<file path="src/ifcs_pkg.sv">
// Constants and types shared by the flash command sequencer.
// Assumes a 32-bit classic Wishbone register bus and one 8-bit flash macro port.
package ifcs_pkg;

  // Register byte offsets on the Wishbone bus.
  localparam logic [7:0] OFS_CMD       = 8'h00;
  localparam logic [7:0] OFS_STATUS    = 8'h04;
  localparam logic [7:0] OFS_ADDR_LOW  = 8'h08;
  localparam logic [7:0] OFS_ADDR_HIGH = 8'h0c;
  localparam logic [7:0] OFS_DATA      = 8'h10;
  localparam logic [7:0] OFS_CONFIG    = 8'h14;
  localparam logic [7:0] OFS_NVBITS    = 8'h18;

  // Opcodes held in command bits 6:0.
  localparam logic [6:0] OPC_CHIP_ERASE   = 7'h01;
  localparam logic [6:0] OPC_BLOCK_ERASE  = 7'h0d;
  localparam logic [6:0] OPC_SECTOR_ERASE = 7'h0b;
  localparam logic [6:0] OPC_BYTE_PROGRAM = 7'h0e;
  localparam logic [6:0] OPC_BYTE_VERIFY  = 7'h0c;
  localparam logic [6:0] OPC_SEC_BIT_ONE  = 7'h0f;
  localparam logic [6:0] OPC_SEC_BIT_TWO  = 7'h03;
  localparam logic [6:0] OPC_SEC_BIT_THREE = 7'h05;
  localparam logic [6:0] OPC_OVERLAY      = 7'h09;
  localparam logic [6:0] OPC_CLOCK_DOUBLE = 7'h08;

  // Key values expected in the data and address-high mailboxes.
  localparam logic [7:0] KEY_ERASE       = 8'h55;
  localparam logic [7:0] KEY_PROGRAM     = 8'haa;
  localparam logic [7:0] AH_OVERLAY_ZERO = 8'h5a;
  localparam logic [7:0] AH_OVERLAY_ONE  = 8'haa;
  localparam logic [7:0] AH_CLOCK_DOUBLE = 8'h55;
  localparam logic [3:0] AH_BLK1_NIBBLE  = 4'he;
  localparam logic [2:0] AH_BLK1_TOP     = 3'b111;

  // Field positions.
  localparam int CMD_IRQ_BIT     = 7;
  localparam int STATUS_BUSY_BIT = 2;
  localparam int CFG_IAP_EN_BIT  = 6;
  localparam int CFG_SC1_BIT     = 1;
  localparam int CFG_BOOT_BLOCK_SELECT_BIT    = 0;
  localparam int NV_SB1 = 0;
  localparam int NV_SB2 = 1;
  localparam int NV_SB3 = 2;
  localparam int NV_SC0 = 3;
  localparam int NV_SC1 = 4;
  localparam int NV_CLK = 5;

  // Reset values.
  localparam logic [7:0] CMD_RST    = 8'h00;
  localparam logic [7:0] CFG_RST    = 8'h00;
  localparam logic [7:0] MBOX_RST   = 8'h00;
  localparam logic [5:0] NV_RST     = 6'h00;
  localparam logic [5:0] NV_LOCKS   = 6'h1f;
  // The strap synchroniser is held at one in reset, so the pin needs two edges to arrive.
  localparam logic [1:0] CAPTURE_AT = 2'h3;

  typedef enum logic [2:0] {
    FOP_ERASE_CHIP, FOP_ERASE_BLOCK, FOP_ERASE_SECTOR, FOP_PROGRAM, FOP_READ, FOP_NVBIT
  } ifcs_fop_t;

  typedef enum logic [1:0] {ST_IDLE, ST_RUN, ST_READ} ifcs_state_t;

endpackage : ifcs_pkg

</file>
<file path="src/ifcs_sequencer.sv">
// Flash command sequencer: mailbox registers, command decode and flash macro control.
// Assumes a flash macro on the same clock that pulses flash_done once per request,
// and a core that reports where the current instruction was fetched from.
//
// Implementation choices: the register offsets and register access over Wishbone.

module ifcs_sequencer
  import ifcs_pkg::*;
(
  input  wire logic        ref_clk,                    // 40 MHz core clock.
  input  wire logic        rst_b,                      // Core reset, async, active low.
  input  wire logic        por_b,                      // Power-on reset of nonvolatile bits.
  input  wire logic        wb_cyc_i,                   // Wishbone cycle.
  input  wire logic        wb_stb_i,                   // Wishbone strobe.
  input  wire logic        wb_we_i,                    // Wishbone write enable.
  input  wire logic [7:0]  wb_adr_i,                   // Wishbone byte address.
  input  wire logic [3:0]  wb_sel_i,                   // Wishbone byte selects.
  input  wire logic [31:0] wb_dat_i,                   // Wishbone write data.
  output logic      [31:0] wb_dat_o,                   // Wishbone read data.
  output logic             wb_ack_o,                   // Wishbone acknowledge.
  input  wire logic        external_execution_pin,     // Low selects external execution.
  input  wire logic        programming_disable_pin,    // Low at reset disables commands.
  input  wire logic        external_interrupt_one_pin, // Interrupt pin, raw.
  input  wire logic [1:0]  fetch_origin,               // 0 primary, 1 secondary, 2/3 external.
  output logic             flash_req,                  // One-cycle operation request.
  output ifcs_fop_t        flash_op,                   // Operation kind.
  output logic             flash_block,                // Target block.
  output logic      [15:0] flash_addr,                 // Target address.
  output logic      [7:0]  flash_wdata,                // Program data.
  input  wire logic        flash_done,                 // One-cycle completion.
  input  wire logic [7:0]  flash_rdata,                // Read data, valid with done.
  input  wire logic        table_read_req,             // Core table read request.
  input  wire logic        table_read_block,           // Block the table read targets.
  output logic             table_read_fail,            // Table read refused.
  output logic      [1:0]  block_busy,                 // Per-block busy.
  output logic             external_interrupt_one,     // Interrupt 1 source to the core.
  output logic             clock_double,               // Six clocks per machine cycle.
  output logic             boot_block_select,          // Boot select, frozen from reset.
  output logic             config_bit_one              // Config bit one, frozen from reset.
);

  logic [7:0]  flash_command_reg, flash_addr_low_reg, flash_addr_high_reg, flash_data_reg;
  logic [7:0]  flash_config_reg;
  logic [5:0]  nv_bits, dec_mask;
  logic [1:0]  ext_sync, dis_sync, int_sync, cap_cnt;
  logic        iap_disabled, dec_valid, dec_blk, cmd_wr, accept, busy, irq_mode;
  logic [1:0]  lock, ab;
  ifcs_fop_t   dec_op;
  ifcs_state_t state;
  logic [5:0]  op_mask;

  // Block chosen by address high: bit 1 is valid, bit 0 the block.
  function automatic logic [1:0] ifcs_addr_block(input logic [7:0] ah);
    if (!ah[7]) begin
      return 2'b10;
    end else if (ah[7:5] == AH_BLK1_TOP) begin
      return 2'b11;
    end
    return 2'b00;
  endfunction : ifcs_addr_block

  // Pins come from outside the clock domain; only the second stage is read.
  always_ff @(posedge ref_clk or negedge rst_b) begin
    if (!rst_b) begin
      ext_sync <= 2'b11;
      dis_sync <= 2'b11;
      int_sync <= 2'b11;
    end else begin
      ext_sync <= {ext_sync[0], external_execution_pin};
      dis_sync <= {dis_sync[0], programming_disable_pin};
      int_sync <= {int_sync[0], external_interrupt_one_pin};
    end
  end

  // Straps are caught once the pin has passed the synchroniser after release.
  always_ff @(posedge ref_clk or negedge rst_b) begin
    if (!rst_b) begin
      cap_cnt           <= 2'h0;
      iap_disabled      <= 1'b1;
      boot_block_select <= 1'b0;
      config_bit_one    <= 1'b0;
    end else if (cap_cnt != CAPTURE_AT) begin
      cap_cnt <= cap_cnt + 2'h1;
      if (cap_cnt + 2'h1 == CAPTURE_AT) begin
        iap_disabled      <= !dis_sync[1];
        boot_block_select <= nv_bits[NV_SC0];
        config_bit_one    <= nv_bits[NV_SC1];
      end
    end
  end

  // Locking: any programmed security bit locks a block; all three is level 4.
  assign lock[0]  = nv_bits[NV_SB1] | nv_bits[NV_SB2];
  assign lock[1]  = nv_bits[NV_SB1] | nv_bits[NV_SB3];
  assign ab       = ifcs_addr_block(flash_addr_high_reg);
  assign irq_mode = flash_command_reg[CMD_IRQ_BIT];

  // Decode of the command byte being written against the mailbox contents.
  always_comb begin
    dec_valid = 1'b0;
    dec_op    = FOP_NVBIT;
    dec_mask  = 6'h00;
    dec_blk   = (fetch_origin == 2'd0);
    unique case (wb_dat_i[6:0])
      OPC_CHIP_ERASE: begin
        dec_op    = FOP_ERASE_CHIP;
        dec_valid = flash_data_reg == KEY_ERASE && !ext_sync[1] && !(&nv_bits[2:0]);
      end
      OPC_BLOCK_ERASE: begin
        dec_op = FOP_ERASE_BLOCK;
        if (fetch_origin[1]) begin
          dec_blk   = flash_addr_high_reg[7];
          dec_valid = !flash_addr_high_reg[7] || flash_addr_high_reg[7:4] == AH_BLK1_NIBBLE;
        end else begin
          dec_valid = 1'b1;
        end
        dec_valid = dec_valid && flash_data_reg == KEY_ERASE && !lock[dec_blk];
      end
      OPC_SECTOR_ERASE, OPC_BYTE_PROGRAM, OPC_BYTE_VERIFY: begin
        dec_op = (wb_dat_i[6:0] == OPC_SECTOR_ERASE) ? FOP_ERASE_SECTOR :
                 (wb_dat_i[6:0] == OPC_BYTE_PROGRAM) ? FOP_PROGRAM : FOP_READ;
        if (fetch_origin[1]) begin
          dec_blk = ab[0];
        end
        dec_valid = (!fetch_origin[1] || ab[1]) && !lock[dec_blk];
      end
      OPC_SEC_BIT_ONE, OPC_SEC_BIT_TWO, OPC_SEC_BIT_THREE: begin
        dec_valid = flash_data_reg == KEY_PROGRAM;
        dec_mask  = (wb_dat_i[6:0] == OPC_SEC_BIT_ONE) ? 6'h01 :
                    (wb_dat_i[6:0] == OPC_SEC_BIT_TWO) ? 6'h02 : 6'h04;
      end
      OPC_OVERLAY: begin
        dec_valid = flash_data_reg == KEY_PROGRAM &&
                    (flash_addr_high_reg == AH_OVERLAY_ZERO ||
                     flash_addr_high_reg == AH_OVERLAY_ONE);
        dec_mask  = (flash_addr_high_reg == AH_OVERLAY_ZERO) ? 6'h08 : 6'h10;
      end
      OPC_CLOCK_DOUBLE: begin
        dec_valid = flash_data_reg == KEY_PROGRAM && flash_addr_high_reg == AH_CLOCK_DOUBLE;
        dec_mask  = 6'h20;
      end
      default: dec_valid = 1'b0;
    endcase
  end

  // Writes act on the edge where the master samples ack.
  assign cmd_wr = wb_cyc_i && wb_stb_i && wb_we_i && wb_ack_o && wb_sel_i[0] &&
                  wb_adr_i == OFS_CMD;
  assign accept = cmd_wr && flash_config_reg[CFG_IAP_EN_BIT] && !iap_disabled &&
                  state == ST_IDLE && dec_valid;

  // Operation sequencing; busy ends only with the macro's completion.
  always_ff @(posedge ref_clk or negedge rst_b) begin
    if (!rst_b) begin
      state       <= ST_IDLE;
      flash_req   <= 1'b0;
      flash_op    <= FOP_NVBIT;
      flash_block <= 1'b0;
      flash_addr  <= 16'h0000;
      flash_wdata <= 8'h00;
      op_mask     <= 6'h00;
    end else begin
      flash_req <= accept;
      if (accept) begin
        state       <= (dec_op == FOP_READ) ? ST_READ : ST_RUN;
        flash_op    <= dec_op;
        flash_block <= dec_blk;
        flash_addr  <= {flash_addr_high_reg, flash_addr_low_reg};
        flash_wdata <= flash_data_reg;
        op_mask     <= dec_mask;
      end else if (flash_done && state != ST_IDLE) begin
        state <= ST_IDLE;
      end
    end
  end

  assign busy            = (state == ST_RUN);
  assign block_busy[0]   = busy && flash_op != FOP_NVBIT && (flash_block == 1'b0 ||
                           flash_op == FOP_ERASE_CHIP);
  assign block_busy[1]   = busy && flash_op != FOP_NVBIT && (flash_block == 1'b1 ||
                           flash_op == FOP_ERASE_CHIP);
  assign table_read_fail = table_read_req && block_busy[table_read_block];

  // Nonvolatile bits survive core reset; set-only except for chip erase.
  always_ff @(posedge ref_clk or negedge por_b) begin
    if (!por_b) begin
      nv_bits <= NV_RST;
    end else if (busy && flash_done) begin
      if (flash_op == FOP_ERASE_CHIP) begin
        nv_bits <= nv_bits & ~NV_LOCKS;
      end else begin
        nv_bits <= nv_bits | op_mask;
      end
    end
  end
  assign clock_double = nv_bits[NV_CLK];

  // With command bit 7 set, completion of any operation but verify raises interrupt 1 internally and the pin is masked.
  always_ff @(posedge ref_clk or negedge rst_b) begin
    if (!rst_b) begin
      external_interrupt_one <= 1'b1;
    end else if (irq_mode) begin
      external_interrupt_one <= !(busy && flash_done);
    end else begin
      external_interrupt_one <= int_sync[1];
    end
  end

  // Mailbox registers; a verify result overrides a software write.
  always_ff @(posedge ref_clk or negedge rst_b) begin
    if (!rst_b) begin
      flash_command_reg   <= CMD_RST;
      flash_addr_low_reg  <= MBOX_RST;
      flash_addr_high_reg <= MBOX_RST;
      flash_data_reg      <= MBOX_RST;
      flash_config_reg    <= CFG_RST;
    end else begin
      if (cmd_wr) begin
        flash_command_reg <= wb_dat_i[7:0];
      end
      if (wb_cyc_i && wb_stb_i && wb_we_i && wb_ack_o && wb_sel_i[0]) begin
        if (wb_adr_i == OFS_ADDR_LOW) flash_addr_low_reg <= wb_dat_i[7:0];
        if (wb_adr_i == OFS_ADDR_HIGH) flash_addr_high_reg <= wb_dat_i[7:0];
        if (wb_adr_i == OFS_CONFIG) flash_config_reg <= wb_dat_i[7:0];
        if (wb_adr_i == OFS_DATA) flash_data_reg <= wb_dat_i[7:0];
      end
      if (state == ST_READ && flash_done) begin
        flash_data_reg <= flash_rdata;
      end
    end
  end

  // Wishbone answer one cycle after the request; unmapped reads return zero.
  always_ff @(posedge ref_clk or negedge rst_b) begin
    if (!rst_b) begin
      wb_ack_o <= 1'b0;
      wb_dat_o <= 32'h0000_0000;
    end else begin
      wb_ack_o <= wb_cyc_i && wb_stb_i && !wb_ack_o;
      wb_dat_o <= 32'h0000_0000;
      unique case (wb_adr_i)
        OFS_CMD:       wb_dat_o[7:0] <= flash_command_reg;
        OFS_STATUS:    wb_dat_o[STATUS_BUSY_BIT] <= busy;
        OFS_ADDR_LOW:  wb_dat_o[7:0] <= flash_addr_low_reg;
        OFS_ADDR_HIGH: wb_dat_o[7:0] <= flash_addr_high_reg;
        OFS_DATA:      wb_dat_o[7:0] <= flash_data_reg;
        OFS_CONFIG: begin
          wb_dat_o[CFG_IAP_EN_BIT] <= flash_config_reg[CFG_IAP_EN_BIT];
          wb_dat_o[CFG_SC1_BIT]    <= config_bit_one;
          wb_dat_o[CFG_BOOT_BLOCK_SELECT_BIT]   <= boot_block_select;
        end
        OFS_NVBITS:    wb_dat_o[5:0] <= nv_bits;
        default:       wb_dat_o <= 32'h0000_0000;
      endcase
    end
  end
endmodule : ifcs_sequencer

</file>
<file path="config.mk">
export PLATFORM = sky130hd
export DESIGN_NAME = ifcs_sequencer
export DESIGN_NICKNAME = d
export VERILOG_FILES = /design/src/ifcs_pkg.sv /design/src/ifcs_sequencer.sv
export SDC_FILE = /design/constraint.sdc
export NUM_CORES = 1
export LEC_CHECK = 0
export BUFFER_PORTS_ARGS = -buffer_cell sky130_fd_sc_hd__buf_2
export CAP_MARGIN = 10
export CORE_ASPECT_RATIO = 1.5
export CORE_MARGIN = 4
export CORE_UTILIZATION = 50
export CTS_BUF_LIST = sky130_fd_sc_hd__clkbuf_4
export CTS_CLUSTER_DIAMETER = 80
export DETAILED_ROUTE_END_ITERATION = 6
export PLACE_DENSITY = 0.77
export SLEW_MARGIN = 25
export SYNTH_ARGS = -nofsm -noshare
export SYNTH_HDL_FRONTEND = slang
export SYNTH_SLANG_ARGS = --single-unit
</file>
<file path="constraint.sdc">
create_clock -name ref_clk -period 4.9 [get_ports ref_clk]
set_input_delay 0.98 -clock ref_clk [delete_from_list [all_inputs] [get_ports ref_clk]]
set_output_delay 0.98 -clock ref_clk [all_outputs]
set_load 0.005 [all_outputs]
</file>
==> flow_summary.ini, run 1 <==
[outcome]
status = completed

[pwr]
internal_power_w = 0.000961
seqPwrFrac_pct = 64.0
pwr-share-clk_pct = 28.8
power_switching_w = 0.000334
power_density_nw_per_um2 = 244
power_switching_share_pct = 25.8
combPwrFrac_pct = 7.2
power_leakage_nw = 2.78
vdd_drop_max_mv = 0.125

[grt]
overflow = 0
grt_util_all_layers_pct = 21.2
grt_pass1_vias = 3542
antenna_found_initial = 1
grt_start_max_net_pins = 48
grt_pass1_wl_um = 18000

[route]
wl_met3_um = 693
wl_met1_um = 4280
dr.pass1.iters = 5
drc = 0
vias = 3366
wl_per_cell_um = 19.0
vias_per_cell = 5.67
first_iter_violations = 236
wl_met2_um = 5730
dr.max_layer_used = met4
ant_nets = 0
drt_wl_total_um = 11300

[timing]
clock_skew_ps = 12.7
maxClockFrequency_ghz = 0.341
rsz0062_at_grt = no
slew_headroom_pct = 56.7
timing.final.ws_setup_ps = 1960
finalCriticalPeriod_ps = 2940
tns_ps = 0
hold_violations = 0
slew_viol_final = 0
tightestPinTransition_ps = 647
fin_crit_sh_pct = 59.9
setup_viol = 0

[cells_and_area]
multi_input_comb_area_um2 = 2150
seq_area_um2 = 2440
largest_register_ffs = 16
finalNonFillerCells = 594
fillers = 820
largest-register = flash_addr
final_net_count = 544
drive_gt1_share_pct = 37.8
syn_to_final_growth_pct = 11.1

[clocking]
clk_path_buf_depth = 2
cts-root-buf = clkbuf_4
cts.clk_slew.worst_paths_ps = 140
cts_setup_buffers = 0
cts.htree.levels = 3
worstSkewPairLatency_ps = 460
cts_hold_buf = 0
cts_tree = done
cts_made_buffers = 9
clock-sinks = 97
post_cts_resized = 0

[placed_design]
gp_congestion = 0.901
pre_cts_slack_ps = 1330
port_buffers = 83
hpwl_um = 8500
dp.cells = 577

[setup_path]
crit_path_start_kind = flop
crit_type = reg2out
critPathCaptureType = primary output
path_max_fanout = 4
worst_ep_required_time_ps = 3920
critPathArrivalTime_ps = 1960

[logic_synthesis]
ys_seq_area_share_pct = 51.0
synth_cell_type_count = 63
synth_top_area_share_pct = 45.5
synth_top_area_cell = dfrtp_1
synth-async-reset-ratio_pct = 100
synth_edf_count = 0
synth_seq_cells = 97
syn_inst = 396
synthTopCellsByArea = dfrtp_1, mux2_4, mux2_2
synth_warnings = 0
synth.avg_cell_area_um2 = 12.1
netlist_area_um2 = 4790
synth_top_flop_cell = dfrtp_1

[job]
drv_cap = 0

[floorplanning]
core-area_um2 = 9310
die-area_um2 = 11200
die_w_um = 87.9
die_y_um = 128
start_util_pct = 51.4
io_pins = 135
rows = 43

[worst_hold_path]
hold_path_class = in2async
-- metrics by stage --
stage / utilization, % / power (W) / hold slack (ps) / instance area, µm²
2_1_floorplan: - / 0.000896 / 345 / 4870
3_3_place_gp: 55.7 / 0.000932 / 345 / 5180
5_1_grt: 57.1 / 0.00135 / 291 / 5320
6_report: 57.1 / 0.00130 / 316 / 5320
4_1_cts: 56.9 / 0.00131 / 292 / 5300
3_5_place_dp: 55.7 / 0.000936 / 347 / 5180
-- power by group through the flow --
stage / Clock (W) / Combinational [W] / Sequential [W]
after floorplan: 0 / 0.0000575 / 0.000839
after global placement: 0 / 0.0000897 / 0.000843
after detailed placement: 0 / 0.0000923 / 0.000843
after CTS: 0.000385 / 0.0000926 / 0.000829
after global routing: 0.000415 / 0.000105 / 0.000832
final: 0.000373 / 0.0000932 / 0.000829
-- Yosys cell counts, types with 2 or more instances --
| library cell | instances |
|---|---|
| a22oi_1 | 4 |
| or2_2 | 3 |
| nor4bb_1 | 5 |
| buf_4 | 24 |
| a32o_1 | 2 |
| nor4b_1 | 3 |
| a221o_1 | 4 |
| nand4b_1 | 3 |
| nor2b_1 | 5 |
| nand3_1 | 5 |
| dfrtp_1 | 87 |
| a211oi_1 | 2 |
| mux2i_1 | 19 |
| clkbuf_1 | 10 |
| xnor2_1 | 2 |
| o21ai_0 | 9 |
| a21oi_1 | 21 |
| nand4_1 | 2 |
| o211ai_1 | 2 |
| mux2_2 | 32 |
| nor2_1 | 29 |
| and3b_1 | 2 |
| inv_1 | 7 |
| o2bb2ai_1 | 2 |
| nor3_1 | 5 |
| dfstp_2 | 10 |
| nor3b_1 | 3 |
| mux2_4 | 27 |
| ha_1 | 2 |
| nand2b_1 | 2 |
| nand2_1 | 23 |
| buf_6 | 4 |
| o22ai_1 | 3 |
| nor4_1 | 2 |
| or3_1 | 3 |
-- final timing paths --
path	slack, ps	cells after the start	end	startpoint
setup / recovery	1960	6	table_read_fail	state[1]
max in group asynchronous	3420	2	flash_addr_high_reg[4]	rst_b
hold reg to reg	370	0	ext_sync[1]	ext_sync[0]
hold / removal	320	1	nv_bits[3]	por_b
min in group ref_clk	370	0	ext_sync[1]	ext_sync[0]
setup reg to reg	2320	5	flash_op[1]	flash_data_reg[5]
-- placed cells by master (no fill, tap or decap), types with 3 or more instances in the layout --
master / n
nor3b_1: 3
nor2b_1: 5
dfrtp_1: 87
o21ai_0: 9
mux2i_1: 19
mux2_2: 32
nor2_1: 29
a221o_1: 4
a22oi_1: 4
or3_1: 3
nor3_1: 5
nand4b_1: 3
buf_4: 4
clkbuf_4: 11
o22ai_1: 3
inv_1: 7
nand2_1: 23
nor4bb_1: 5
a21oi_1: 21
mux2_4: 27
or2_2: 3
nand3_1: 5
conb_1: 24
dfstp_2: 10
buf_2: 82
-- per-layer routing --
layer	track usage [%]	up-vias
met5	0	-
met4	13.2	0
met3	3.99	34
met2	35.6	132
met1	24.4	1653
li1	-	1547
-- cell families (layout without fill, tap and decap cells) --
group,count (synthesis),in the layout,synth area share [%]
DFF,97,97,51.0
and+or+nand+nor,105,105,12.8
AOI/OAI and AO/OA,63,63,8.89
other,1,25,0.0783
adders and majority gates,2,2,0.523
xor gates and xnor gates,3,3,0.549
muxes,78,78,20.0
buffers and inverters,47,109,6.22
-- critical path: stages (launching register included) --
cell and delay, ps:
dfrtp_1 430, nor2b_1 370, o21ai_0 210, a21oi_1 180, mux2i_1 90, nor2b_1 110
buf_2 120
-- final cells by class --
cell class | count | share of cell area, %
antenna | 1 | 0.0471
clock buffer | 11 | 1.55
clock inverter | 5 | 0.612
inverter | 7 | 0.494
multi-input combinational | 275 | 40.5
sequential | 97 | 45.9
tap | 112 | 2.64
timing repair buffer | 86 | 8.28
No activity file was read; power rests on OpenSTA's default activity.
==> run 2: changes to the inputs <==
- CORE_UTILIZATION: 50 -> 49
- PLACE_DENSITY: 0.77 -> 0.79
- clock period: 4.9 -> 2.6 ns (I/O delays scaled with it)
==> flow_summary.ini, run 2 (synthesis results as in run 1) <==
[setup_path]
crit_cells = 5
worst_ep_required_time_ps = 2080
crit_chain = or3_1, a21oi_1, mux2i_1, nor2b_1, buf_2
crit_buf_inv = 1
crit_type = reg2out
reg2reg_depth = 6
critPathArrivalTime_ps = 1940
crit_family = simple AND/OR/NAND/NOR gates
path_max_fanout = 4
critPathCaptureType = primary output
worst_path_max_delay_cell = or3_1
critPathMaxStageDelay_ps = 470
crit_path_start_kind = flop

[floorplanning]
die_y_um = 129
die_w_um = 88.7
core-area_um2 = 9420
start_util_pct = 50.8
io_pins = 135
rows = 43
die-area_um2 = 11400

[pwr]
internal_power_w = 0.00194
seqPwrFrac_pct = 60.7
power_switching_w = 0.000632
vdd_drop_max_mv = 0.258
total_power_w = 0.00257
power_switching_share_pct = 24.6
power_leakage_nw = 2.91
pwr-share-clk_pct = 31.4
combPwrFrac_pct = 7.9
power_density_nw_per_um2 = 465

[cells_and_area]
largest-register = flash_addr
final_cell_mix = dfrtp_1, buf_2, mux2_2
final_net_count = 565
fillers = 785
final_common_cell = dfrtp_1
drive_gt1_share_pct = 40.2
syn_to_final_growth_pct = 15.4
post-route-util_pct = 58.7
largest_register_ffs = 16
postLayoutCellArea_um2 = 5520

[grt]
grt_util_all_layers_pct = 22.0
grt_pass1_vias = 3580
grt_pass1_wl_um = 18800
overflow = 0
grt_start_max_net_pins = 50
antenna_found_initial = 1

[placed_design]
port_buffers = 83
place_area_um2 = 5370
hpwl_um = 9190
gp_congestion = 0.952

[clocking]
cts-root-buf = clkbuf_4
clk_path_buf_depth = 2
worstSkewPairLatency_ps = 460
cts_setup_buffers = 0
cts.htree.levels = 3
cts.clk_slew.worst_paths_ps = 140
cts_made_buffers = 9
clock-sinks = 97
cts_tree = done

[route]
dr.pass1.iters = 5
first_iter_violations = 228
drt_wl_total_um = 12000
vias_per_cell = 5.62
drc = 0
ant_nets = 0
wl_per_cell_um = 19.5
vias = 3457

[worst_hold_path]
hold_path_class = in2async

[timing]
fin_crit_sh_pct = 94.7
rsz0062_at_grt = no
maxClockFrequency_ghz = 0.406
hold_violations = 0
slew_headroom_pct = 58.5
finalCriticalPeriod_ps = 2460
clock_skew_ps = 17.9
tns_ps = 0
slew_viol_final = 0
tightestPinTransition_ps = 621
setup_viol = 0

[outcome]
status = completed

[job]
drv_cap = 0
## run 2: metrics by stage
step | instances | worst slack (ps) | hold slack, ps
3_5_place_dp | 597 | 26.0 | 347
3_3_place_gp | 597 | 40.8 | 346
2_1_floorplan | 419 | 185 | 224
4_1_cts | 614 | 63.6 | 28.9
5_1_grt | 615 | 24.6 | 43.6
6_report | 615 | 137 | 26.8
## run 2: routing by layer
metal  global-route usage [%]  share of wire, %
met5                        0                 0
met4                     9.79               3.0
met2                     38.2                54
met3                     4.64               5.6
met1                     25.7                37
## run 2: power by group through the flow
stage	Combinational [W]	Clock (W)	Sequential, W
global placement	0.000196	0	0.00159
detailed placement	0.000201	0	0.00159
global route	0.000226	0.000878	0.00156
finish	0.000203	0.000806	0.00156
CTS	0.000204	0.000826	0.00156
floorplan	0.000108	0	0.00158
## run 2: what timing repair did
item / in CTS / in global routing
hold endpoints to repair: 6 / 0
setup endpoints to repair: 0 / 1
hold buffers: 1 / 0
gates resized for setup: 0 / 1
## run 2: path summary, 6_finish.rpt
kind                                   startpoint               to  slack, ps
setup / recovery                      flash_op[1]  table_read_fail        140
hold / removal                              rst_b       op_mask[4]         30
setup reg to reg           flash_addr_high_reg[0]   flash_wdata[7]        160
hold reg to reg                       int_sync[0]      int_sync[1]        370
max in group asynchronous                   rst_b      int_sync[1]       1890
min in group ref_clk       external_execution_pin      ext_sync[0]        130
## run 2: cell type report
class | count | area (µm²) | area share (%)
Timing Repair Buffer | 107 | 638 | 11.6
Clock buffer | 12 | 90.1 | 1.63
Antenna cell | 1 | 2.50 | 0.0453
Clock inverter | 4 | 46.3 | 0.838
Sequential cell | 97 | 2440 | 44.2
Multi-Input combinational cell | 275 | 2140 | 38.7
Tap cell | 112 | 140 | 2.54
Inverter | 7 | 26.3 | 0.476
## run 2: worst register-to-register path, cell delays in order, from the launching register on
cell,delay (ps)
dfrtp_1,460
nor4bb_1,530
o211ai_1,210
a211o_1,300
a41o_2,320
buf_12,190
mux2_4,330
